File: src/common/cbst_pkg.sv
package cbst_pkg;
  localparam int DW = 32;
  localparam int SAW = 4;
  localparam int STK_DEPTH = 16;
  // ------------------------------------------------------------
  // register byte offsets
  // ------------------------------------------------------------
  localparam logic [7:0] OFS_CMD    = 8'h00;
  localparam logic [7:0] OFS_COUNT  = 8'h04;
  localparam logic [7:0] OFS_IP     = 8'h08;
  localparam logic [7:0] OFS_FLAGS  = 8'h0C;
  localparam logic [7:0] OFS_OPND   = 8'h10;
  localparam logic [7:0] OFS_LEN    = 8'h14;
  localparam logic [7:0] OFS_BLO    = 8'h18;
  localparam logic [7:0] OFS_BHI    = 8'h1C;
  localparam logic [7:0] OFS_VALUE  = 8'h20;
  localparam logic [7:0] OFS_SP     = 8'h24;
  localparam logic [7:0] OFS_VBASE  = 8'h28;
  localparam logic [7:0] OFS_STATUS = 8'h2C;
  // ------------------------------------------------------------
  // fields and reset values
  // ------------------------------------------------------------
  localparam int CMD_A16_BIT = 8;
  localparam int ZF_BIT = 0;
  localparam int OF_BIT = 1;
  localparam logic [7:0] OVF_VEC   = 8'h10;
  localparam logic [7:0] RANGE_VEC = 8'h11;
  localparam logic [SAW-1:0] RST_SP = 4'h0;
  localparam logic [DW-1:0] RST_WORD = 32'h0000_0000;
  typedef enum logic [3:0] {
    OP_NOP, OP_LOOP, OP_LOOP_EQ, OP_LOOP_NE, OP_JCX32,
    OP_JCX16, OP_INT, OP_INTO, OP_BOUND, OP_HANDLER_RETURN
  } cbst_op_t;
  typedef enum logic [2:0] {
    ST_IDLE, ST_EXEC, ST_PUSH_FL, ST_PUSH_IP, ST_POP_IP, ST_POP_FL
  } cbst_state_t;
  function automatic logic [DW-1:0] be_merge(input logic [DW-1:0] o,
                                             input logic [DW-1:0] n,
                                             input logic [3:0] be);
    logic [DW-1:0] r;
    r = o;
    for (int i = 0; i < 4; i++) begin
      if (be[i]) r[8*i +: 8] = n[8*i +: 8];
    end
    return r;
  endfunction
  function automatic logic [DW-1:0] rel_target(input logic [DW-1:0] p,
                                               input logic [DW-1:0] l,
                                               input logic [DW-1:0] r);
    return p + l + r;
  endfunction
endpackage

File: src/common/cbst_stk_if.sv
`timescale 1ns/100ps
interface cbst_stk_if;
  logic          we;
  logic [3:0]    addr;
  logic [31:0]   wdata;
  logic [31:0]   rdata;
  modport mst (output we, output addr, output wdata, input rdata);
  modport mem (input we, input addr, input wdata, output rdata);
endinterface

File: src/rtl/cbst_branch_eval.sv
`timescale 1ns/100ps
module cbst_branch_eval import cbst_pkg::*; (
  input  wire cbst_op_t    i_op,
  input  wire logic        i_a16,
  input  wire logic [31:0] i_count,
  input  wire logic        i_zf,
  input  wire logic [31:0] i_ip,
  input  wire logic [31:0] i_len,
  input  wire logic [31:0] i_rel,
  output logic [31:0]      o_count,
  output logic             o_taken
);
  logic [31:0] dec;
  logic        dec_nz;
  always_comb begin
    // plain wrap, no zero special case
    dec = i_a16 ? {i_count[31:16], i_count[15:0] - 16'h0001}
                : i_count - 32'h0000_0001;
    dec_nz = i_a16 ? (dec[15:0] != 16'h0000) : (dec != 32'h0000_0000);
    o_count = i_count;
    o_taken = 1'b0;
    case (i_op)
      OP_LOOP: begin
        o_count = dec;
        o_taken = dec_nz;
      end
      OP_LOOP_EQ: begin
        o_count = dec;
        o_taken = dec_nz && i_zf;
      end
      OP_LOOP_NE: begin
        o_count = dec;
        o_taken = dec_nz && !i_zf;
      end
      OP_JCX32: o_taken = (i_count == 32'h0000_0000);
      OP_JCX16: o_taken = (i_count[15:0] == 16'h0000);
      default: o_taken = 1'b0;
    endcase
  end
endmodule

File: src/rtl/cbst_core.sv
// The implementer's own choices: the Avalon-MM slave port and the register offsets.
`timescale 1ns/100ps
module cbst_core import cbst_pkg::*; (
  input  wire logic        i_core_clk,
  input  wire logic        i_reset_n,
  input  wire logic [7:0]  i_avs_address,
  input  wire logic        i_avs_read,
  input  wire logic        i_avs_write,
  input  wire logic [31:0] i_avs_writedata,
  input  wire logic [3:0]  i_avs_byteenable,
  output logic [31:0]      o_avs_readdata,
  output logic             o_avs_waitrequest,
  output logic             o_busy
);
  // ------------------------------------------------------------
  // reset release
  // ------------------------------------------------------------
  logic rst_meta;
  logic rst_n;
  always_ff @(posedge i_core_clk or negedge i_reset_n) begin
    if (!i_reset_n) begin
      rst_meta <= 1'b0;
      rst_n    <= 1'b0;
    end else begin
      rst_meta <= 1'b1;
      rst_n    <= rst_meta;
    end
  end

  // ------------------------------------------------------------
  // state
  // ------------------------------------------------------------
  cbst_state_t    state;
  cbst_state_t    next_state;
  cbst_op_t       op;
  cbst_op_t       next_op;
  logic           a16;
  logic           next_a16;
  logic [DW-1:0]  count_reg32;
  logic [DW-1:0]  next_count_reg32;
  logic [DW-1:0]  instr_pointer;
  logic [DW-1:0]  next_instr_pointer;
  logic [DW-1:0]  flags_word;
  logic [DW-1:0]  next_flags_word;
  logic [DW-1:0]  operand;
  logic [DW-1:0]  next_operand;
  logic [DW-1:0]  len;
  logic [DW-1:0]  next_len;
  logic [DW-1:0]  blo;
  logic [DW-1:0]  next_blo;
  logic [DW-1:0]  bhi;
  logic [DW-1:0]  next_bhi;
  logic [DW-1:0]  value;
  logic [DW-1:0]  next_value;
  logic [DW-1:0]  vbase;
  logic [DW-1:0]  next_vbase;
  logic [SAW-1:0] sp;
  logic [SAW-1:0] next_sp;
  logic [7:0]     last_vec;
  logic [7:0]     next_last_vec;
  logic           taken;
  logic           next_taken;
  logic           trapped;
  logic           next_trapped;
  logic           rd_valid;
  logic           next_rd_valid;
  logic [DW-1:0]  rdata;
  logic [DW-1:0]  next_rdata;
  logic [DW-1:0]  rd_mux;
  logic [DW-1:0]  seq_ip;
  logic [DW-1:0]  ev_count;
  logic           ev_taken;
  logic           wr_ok;
  logic           out_of_range;

  cbst_stk_if stk ();

  cbst_stack_mem u_mem (
    .i_clk (i_core_clk),
    .stk   (stk)
  );

  cbst_branch_eval u_eval (
    .i_op    (op),
    .i_a16   (a16),
    .i_count (count_reg32),
    .i_zf    (flags_word[ZF_BIT]),
    .i_ip    (instr_pointer),
    .i_len   (len),
    .i_rel   (operand),
    .o_count (ev_count),
    .o_taken (ev_taken)
  );

  // ------------------------------------------------------------
  // bus slave
  // ------------------------------------------------------------
  // writes stall while a command runs so software never races the engine
  assign wr_ok = i_avs_write && (state == ST_IDLE);
  assign o_avs_waitrequest = (i_avs_read && !rd_valid) ||
                             (i_avs_write && (state != ST_IDLE));
  assign o_avs_readdata = rdata;
  assign o_busy = (state != ST_IDLE);
  assign seq_ip = instr_pointer + len;
  assign out_of_range = ($signed(value) < $signed(blo)) ||
                        ($signed(value) > $signed(bhi));

  always_comb begin
    if (i_avs_address == OFS_COUNT) rd_mux = count_reg32;
    else if (i_avs_address == OFS_IP) rd_mux = instr_pointer;
    else if (i_avs_address == OFS_FLAGS) rd_mux = flags_word;
    else if (i_avs_address == OFS_OPND) rd_mux = operand;
    else if (i_avs_address == OFS_LEN) rd_mux = len;
    else if (i_avs_address == OFS_BLO) rd_mux = blo;
    else if (i_avs_address == OFS_BHI) rd_mux = bhi;
    else if (i_avs_address == OFS_VALUE) rd_mux = value;
    else if (i_avs_address == OFS_SP) rd_mux = {28'h0000000, sp};
    else if (i_avs_address == OFS_VBASE) rd_mux = vbase;
    else if (i_avs_address == OFS_STATUS)
      rd_mux = {16'h0000, last_vec, 5'h00, trapped, taken, o_busy};
    else if (i_avs_address == OFS_CMD)
      rd_mux = {23'h000000, a16, 4'h0, op};
    else rd_mux = RST_WORD;
  end

  // ------------------------------------------------------------
  // next state
  // ------------------------------------------------------------
  always_comb begin
    next_state = state;
    next_op = op;
    next_a16 = a16;
    next_count_reg32 = count_reg32;
    next_instr_pointer = instr_pointer;
    next_flags_word = flags_word;
    next_operand = operand;
    next_len = len;
    next_blo = blo;
    next_bhi = bhi;
    next_value = value;
    next_vbase = vbase;
    next_sp = sp;
    next_last_vec = last_vec;
    next_taken = taken;
    next_trapped = trapped;
    next_rd_valid = i_avs_read && !rd_valid;
    next_rdata = (i_avs_read && !rd_valid) ? rd_mux : rdata;
    stk.we = 1'b0;
    stk.addr = sp;
    stk.wdata = flags_word;
    if (wr_ok) begin
      if (i_avs_address == OFS_COUNT)
        next_count_reg32 = be_merge(count_reg32, i_avs_writedata, i_avs_byteenable);
      else if (i_avs_address == OFS_IP)
        next_instr_pointer = be_merge(instr_pointer, i_avs_writedata, i_avs_byteenable);
      else if (i_avs_address == OFS_FLAGS)
        next_flags_word = be_merge(flags_word, i_avs_writedata, i_avs_byteenable);
      else if (i_avs_address == OFS_OPND)
        next_operand = be_merge(operand, i_avs_writedata, i_avs_byteenable);
      else if (i_avs_address == OFS_LEN)
        next_len = be_merge(len, i_avs_writedata, i_avs_byteenable);
      else if (i_avs_address == OFS_BLO)
        next_blo = be_merge(blo, i_avs_writedata, i_avs_byteenable);
      else if (i_avs_address == OFS_BHI)
        next_bhi = be_merge(bhi, i_avs_writedata, i_avs_byteenable);
      else if (i_avs_address == OFS_VALUE)
        next_value = be_merge(value, i_avs_writedata, i_avs_byteenable);
      else if (i_avs_address == OFS_SP && i_avs_byteenable[0])
        next_sp = i_avs_writedata[SAW-1:0];
      else if (i_avs_address == OFS_VBASE)
        next_vbase = be_merge(vbase, i_avs_writedata, i_avs_byteenable);
      else if (i_avs_address == OFS_CMD && i_avs_byteenable[0]) begin
        // equal/zero and unequal/nonzero forms are one code each
        next_op = cbst_op_t'(i_avs_writedata[3:0]);
        next_a16 = i_avs_writedata[CMD_A16_BIT];
        next_taken = 1'b0;
        next_trapped = 1'b0;
        next_state = ST_EXEC;
      end
    end
    case (state)
      ST_EXEC: begin
        next_state = ST_IDLE;
        case (op)
          OP_INT: begin
            next_last_vec = operand[7:0];
            next_trapped = 1'b1;
            next_state = ST_PUSH_FL;
          end
          OP_INTO: begin
            if (flags_word[OF_BIT]) begin
              next_last_vec = OVF_VEC;
              next_trapped = 1'b1;
              next_state = ST_PUSH_FL;
            end else begin
              next_instr_pointer = seq_ip;
            end
          end
          OP_BOUND: begin
            if (out_of_range) begin
              next_last_vec = RANGE_VEC;
              next_trapped = 1'b1;
              next_state = ST_PUSH_FL;
            end else begin
              next_instr_pointer = seq_ip;
            end
          end
          OP_HANDLER_RETURN: next_state = ST_POP_IP;
          default: begin
            // flags are never written here, only the count, taken and the pointer
            next_count_reg32 = ev_count;
            next_taken = ev_taken;
            next_instr_pointer = ev_taken ? rel_target(instr_pointer, len, operand)
                                          : seq_ip;
          end
        endcase
      end
      ST_PUSH_FL: begin
        stk.we = 1'b1;
        stk.addr = sp - 4'h1;
        stk.wdata = flags_word;
        next_sp = sp - 4'h1;
        next_state = ST_PUSH_IP;
      end
      ST_PUSH_IP: begin
        stk.we = 1'b1;
        stk.addr = sp - 4'h1;
        stk.wdata = seq_ip;
        next_sp = sp - 4'h1;
        next_instr_pointer = vbase + {22'h000000, last_vec, 2'b00};
        next_state = ST_IDLE;
      end
      ST_POP_IP: begin
        // pointer was pushed last, so it comes back first
        next_instr_pointer = stk.rdata;
        stk.addr = sp + 4'h1;
        next_sp = sp + 4'h1;
        next_state = ST_POP_FL;
      end
      ST_POP_FL: begin
        next_flags_word = stk.rdata;
        next_sp = sp + 4'h1;
        next_state = ST_IDLE;
      end
      default: begin
      end
    endcase
  end

  // ------------------------------------------------------------
  // registers
  // ------------------------------------------------------------
  always_ff @(posedge i_core_clk or negedge rst_n) begin
    if (!rst_n) begin
      state <= ST_IDLE;
      op <= OP_NOP;
      a16 <= 1'b0;
      count_reg32 <= RST_WORD;
      instr_pointer <= RST_WORD;
      flags_word <= RST_WORD;
      operand <= RST_WORD;
      len <= RST_WORD;
      blo <= RST_WORD;
      bhi <= RST_WORD;
      value <= RST_WORD;
      vbase <= RST_WORD;
      sp <= RST_SP;
      last_vec <= 8'h00;
      taken <= 1'b0;
      trapped <= 1'b0;
      rd_valid <= 1'b0;
      rdata <= RST_WORD;
    end else begin
      state <= next_state;
      op <= next_op;
      a16 <= next_a16;
      count_reg32 <= next_count_reg32;
      instr_pointer <= next_instr_pointer;
      flags_word <= next_flags_word;
      operand <= next_operand;
      len <= next_len;
      blo <= next_blo;
      bhi <= next_bhi;
      value <= next_value;
      vbase <= next_vbase;
      sp <= next_sp;
      last_vec <= next_last_vec;
      taken <= next_taken;
      trapped <= next_trapped;
      rd_valid <= next_rd_valid;
      rdata <= next_rdata;
    end
  end

  logic ex;
  assign ex = (state == ST_EXEC);
endmodule

File: src/rtl/cbst_stack_mem.sv
`timescale 1ns/100ps
module cbst_stack_mem import cbst_pkg::*; (
  input  wire logic i_clk,
  cbst_stk_if.mem   stk
);
  logic [DW-1:0] mem [STK_DEPTH];
  // read data registered: one cycle from address to data
  always_ff @(posedge i_clk) begin
    if (stk.we) mem[stk.addr] <= stk.wdata;
    stk.rdata <= mem[stk.addr];
  end
endmodule
File: config.mk
export PLATFORM = sky130hd
export DESIGN_NAME = cbst_core
export DESIGN_NICKNAME = d
export VERILOG_FILES = /design/src/common/cbst_pkg.sv /design/src/common/cbst_stk_if.sv /design/src/rtl/cbst_branch_eval.sv /design/src/rtl/cbst_core.sv /design/src/rtl/cbst_stack_mem.sv
export SDC_FILE = /design/constraint.sdc
export NUM_CORES = 2
export LEC_CHECK = 0
export BUFFER_PORTS_ARGS = -buffer_cell sky130_fd_sc_hd__buf_2
export CAP_MARGIN = 30
export CORE_MARGIN = 1.5
export CORE_UTILIZATION = 50
export CTS_CLUSTER_DIAMETER = 50
export CTS_CLUSTER_SIZE = 40
export DETAILED_ROUTE_END_ITERATION = 6
export GPL_TIMING_DRIVEN = 1
export PLACE_DENSITY = 0.66
export SKIP_CTS_REPAIR_TIMING = 1
export SYNTH_ARGS = -nofsm -noshare
export SYNTH_HDL_FRONTEND = slang
export SYNTH_SLANG_ARGS = --single-unit
File: constraint.sdc
create_clock -name i_core_clk -period 13.2 [get_ports i_core_clk]
set_clock_uncertainty 0.05 [all_clocks]
set_input_delay 1.98 -clock i_core_clk [delete_from_list [all_inputs] [get_ports i_core_clk]]
set_output_delay 1.98 -clock i_core_clk [all_outputs]
set_load 0.005 [all_outputs]
==> summary.txt <==
Status
  • Status: finished clean

STA
  • Achievable clock frequency: 164 MHz
  • Final hold vios: 0
  • Rel. slew slack: 0.292
  • Setup total negative slack: 0 ps
  • Fin Hold WS: 304 ps
  • Setup violators final: 0
  • RSZ-0062 raised after global routing: false
  • Period utilisation layout: 0.462
  • Worst slew pin tran: 1040 ps
  • Fin crit period: 6100 ps
  • Final Max Tran Viols: 0

Setup path
  • Critical Path Sink Type: flip-flop
  • Reg2Reg Setup Slack: 7100 ps
  • CP Buf/Inv Count: 2
  • Critical Path Stages: 22
  • Crit-path max cell delay: 470 ps
  • WP data arrival: 6570 ps
  • Worst EP required: 13680 ps
  • Launch point of the worst path: instr_pointer[0]
  • Critical path type: reg2reg
  • Critical Path Source Type: flip-flop
  • Critical path endpoint: instr_pointer[29]
  • Delay-heaviest family, CP: compound AO/OA/AOI/OAI gates
  • CP max-delay cell: or4_1
  • Highest net fanout along the worst path: 4
  • R2R Path Start: instr_pointer[0]
  • Crit Reg-Reg Endpoint: instr_pointer[29]
  • Crit path cell chain: ha_1 > fa_1 > a211oi_1 > o21ai_0 > o311a_1 > o22ai_1 > o21ai_0 > a31oi_1 > o21bai_1 > a21oi_1 > xor2_1 > inv_1 > ha_1 > inv_1 > nor2_1 > and2_1 > nand3_1 > or4_1 > a21boi_0 > and4b_1 > o31ai_1 > a222oi_1
  • R2R cell count: 22

Final layout
  • Final Cell Area: 49000 um^2
  • Layout cells sized above 1: 0.189
  • Most common cell after layout, fill and taps aside: edfxtp_1
  • Layout area overhead: 11.8%
  • Nets@finish: 3839
  • Most frequent cells in the layout: 512 x edfxtp_1, 368 x nand2_1, 344 x dfrtp_1

Hold path
  • Hold Path Class: reg2reg

Power
  • Power share of the clock group: 0.420
  • Net Sw Frac: 0.268
  • Switching pwr: 1.71 mW
  • Int Power: 4.66 mW
  • Sequential power share: 0.483
  • P per Cell Area: 130 nW/um^2
  • Worst VDD drop: 0.0932 mV
  • Leakage power: 19.2 nW
  • Combinational share of power: 0.097

Yosys
  • Asr flop ratio synth: 0.388
  • Yosys warns: 0
  • Seq cells post-synth: 889
  • Syn Nets: 3769
  • Post-synthesis cell area: 43800 um^2
  • Syn_area_per_cell: 12.2 um^2
  • Number of flops mapped to enable cells by yosys: 512
  • Synthesized instance count: 3577
  • Yosys cell types: 93
  • Main synth FF type: edfxtp_1
  • Sequential area share after synthesis: 0.563

GRT
  • Total gr overflow: 0
  • First-pass GRT wire length: 198 mm
  • Largest net degree at the start of global routing: 159
  • Total GRT Usage: 0.298
  • Vias in the first global route: 30600
  • Initial antenna violation count: 0

Floorplanning
  • DIE AREA: 89400 um^2
  • Initial cell density of the core: 0.505
  • IO Pins: 82
  • Core area: 86800 um^2
  • Die width: 299 um
  • Die H: 299 um
  • Rows: 108

Route
  • Vias post-DR: 31100
  • Starting DRC count in detailed routing: 3579
  • # DRC: 0
  • Routed length per instance: 27.4 um
  • Drt pass-1 iters: 7
  • Post-DRT Antenna Nets: 0
  • Via/cell ratio: 6.37
  • DRT Wirelength: 133 mm

CTS
  • CTS sink cnt: 889
  • H-tree Lvls: 3
  • CTS tree: built
  • CTS root buf: clkbuf_16
  • Max clock buf depth: 3
  • CTS Buf Count: 86
  • Worst-Skew Late Latency: 660 ps
  • CTS clk-pin slew, worst paths: 70 ps

Place
  • IO buf count: 81
  • DP Area: 45800 um^2
  • HPWL after detailed placement: 89.4 mm
  • Routability Congestion: 0.999

Job
  • Max cap viols: 0
## cell usage after synthesis, types with 18 or more instances
cell,number,area share
buf_1,26,0.0022
inv_1,132,0.011
a211oi_1,64,0.011
and2_1,35,0.0050
a21o_1,30,0.0051
dfrtp_1,345,0.20
nor2_1,230,0.020
nor4_1,18,0.0026
a22oi_1,42,0.0072
o22ai_1,21,0.0030
a21oi_1,180,0.021
buf_2,18,0.0021
edfxtp_1,512,0.35
o21ai_0,208,0.024
xnor2_1,54,0.011
a221oi_1,34,0.0068
ha_1,141,0.040
o221ai_1,21,0.0042
dfxtp_1,32,0.015
o211ai_1,25,0.0043
mux4_2,128,0.066
a222oi_1,26,0.0059
nand4_1,31,0.0044
nand2_1,369,0.032
clkbuf_1,137,0.012
nor3_1,37,0.0042
mux2_2,160,0.041
mux2i_1,83,0.019
xor2_1,32,0.0064
nand3_1,64,0.0073
a31oi_1,65,0.0093
## worst reg2reg max path, cell delays in order, from the launching register on
cell,delay (ps)
dfrtp_1,400
ha_1,250
fa_1,440
a211oi_1,250
o21ai_0,230
o311a_1,390
o22ai_1,370
o21ai_0,220
a31oi_1,300
o21bai_1,90
a21oi_1,190
xor2_1,230
inv_1,70
ha_1,310
inv_1,70
nor2_1,170
and2_1,170
nand3_1,110
or4_1,470
a21boi_0,450
and4b_1,280
o31ai_1,80
a222oi_1,370
## how the worst min path moves through the flow
| stage | startpoint | end | cells after the start |
|---|---|---|---|
| detailed placement | rst_meta | rst_n | 0 |
| floorplan | rst_meta | rst_n | 0 |
| global route | rst_meta | rst_n | 0 |
| finish | rst_meta | rst_n | 0 |
| CTS | rst_meta | rst_n | 0 |
| global placement | rst_meta | rst_n | 0 |
## metal layers
layer | track usage | up-vias | wire [um] | part of all wire
li1 | - | 13800 | - | -
met1 | 0.415 | 15500 | 55100 | 0.41
met3 | 0.0386 | 278 | 10600 | 0.080
met5 | 0 | - | 0 | 0
met2 | 0.479 | 1497 | 62900 | 0.47
met4 | 0.111 | 0 | 4900 | 0.037
## power groups by stage
stage	clock network (mW)	logic (mW)	registers, mW
3_3_place_gp	0	0.601	3.13
6_report	2.68	0.617	3.07
2_1_floorplan	0	0.433	3.10
3_5_place_dp	0	0.608	3.13
5_1_grt	2.81	0.675	3.08
4_1_cts	2.70	0.612	3.07
## logic make-up after synthesis
group | share of synthesized area
xor gates and xnor gates | 0.0172
DFF | 0.563
and+or+nand+nor | 0.0924
other | 0.0000856
buffers and inverters | 0.0298
adders and majority gates | 0.0416
AOI/OAI and AO/OA | 0.131
muxes | 0.126
## layout make-up
type	instances	area, um^2
Tap cell	1155	1450
Inverter	135	512
Antenna cell	1	2.50
Fill cell	7162	37800
Multi-Input combinational cell	2358	18100
Timing Repair Buffer	177	1160
Clock inverter	68	863
Clock buffer	93	2270
Sequential cell	889	24700
## through the flow
step                      setup slack, ps  instances  total power, mW  utilization
final                                7100       4876             6.36        0.565
after global routing                 6610       4875             6.57        0.565
after CTS                            7190       4875             6.38        0.565
after detailed placement             7230       4714             3.73        0.528
after global placement               7190       4706             3.73        0.528
after floorplan                      2820       3577             3.54            -
## registers in the layout, indices dropped and copies added, names as in the netlist
register and flops:
sp 4, vbase 32, u_mem.stk.rdata 32, instr_pointer 32, trapped 1, a16 1
rst_n 1, operand 32, rst_meta 1, u_mem.mem 512, taken 1, bhi 32
len 32, op 4, value 32, last_vec 8, rd_valid 1, blo 32
count_reg32 32, state 3, o_avs_readdata 32, flags_word 32
(Power assumes the default switching activity.)
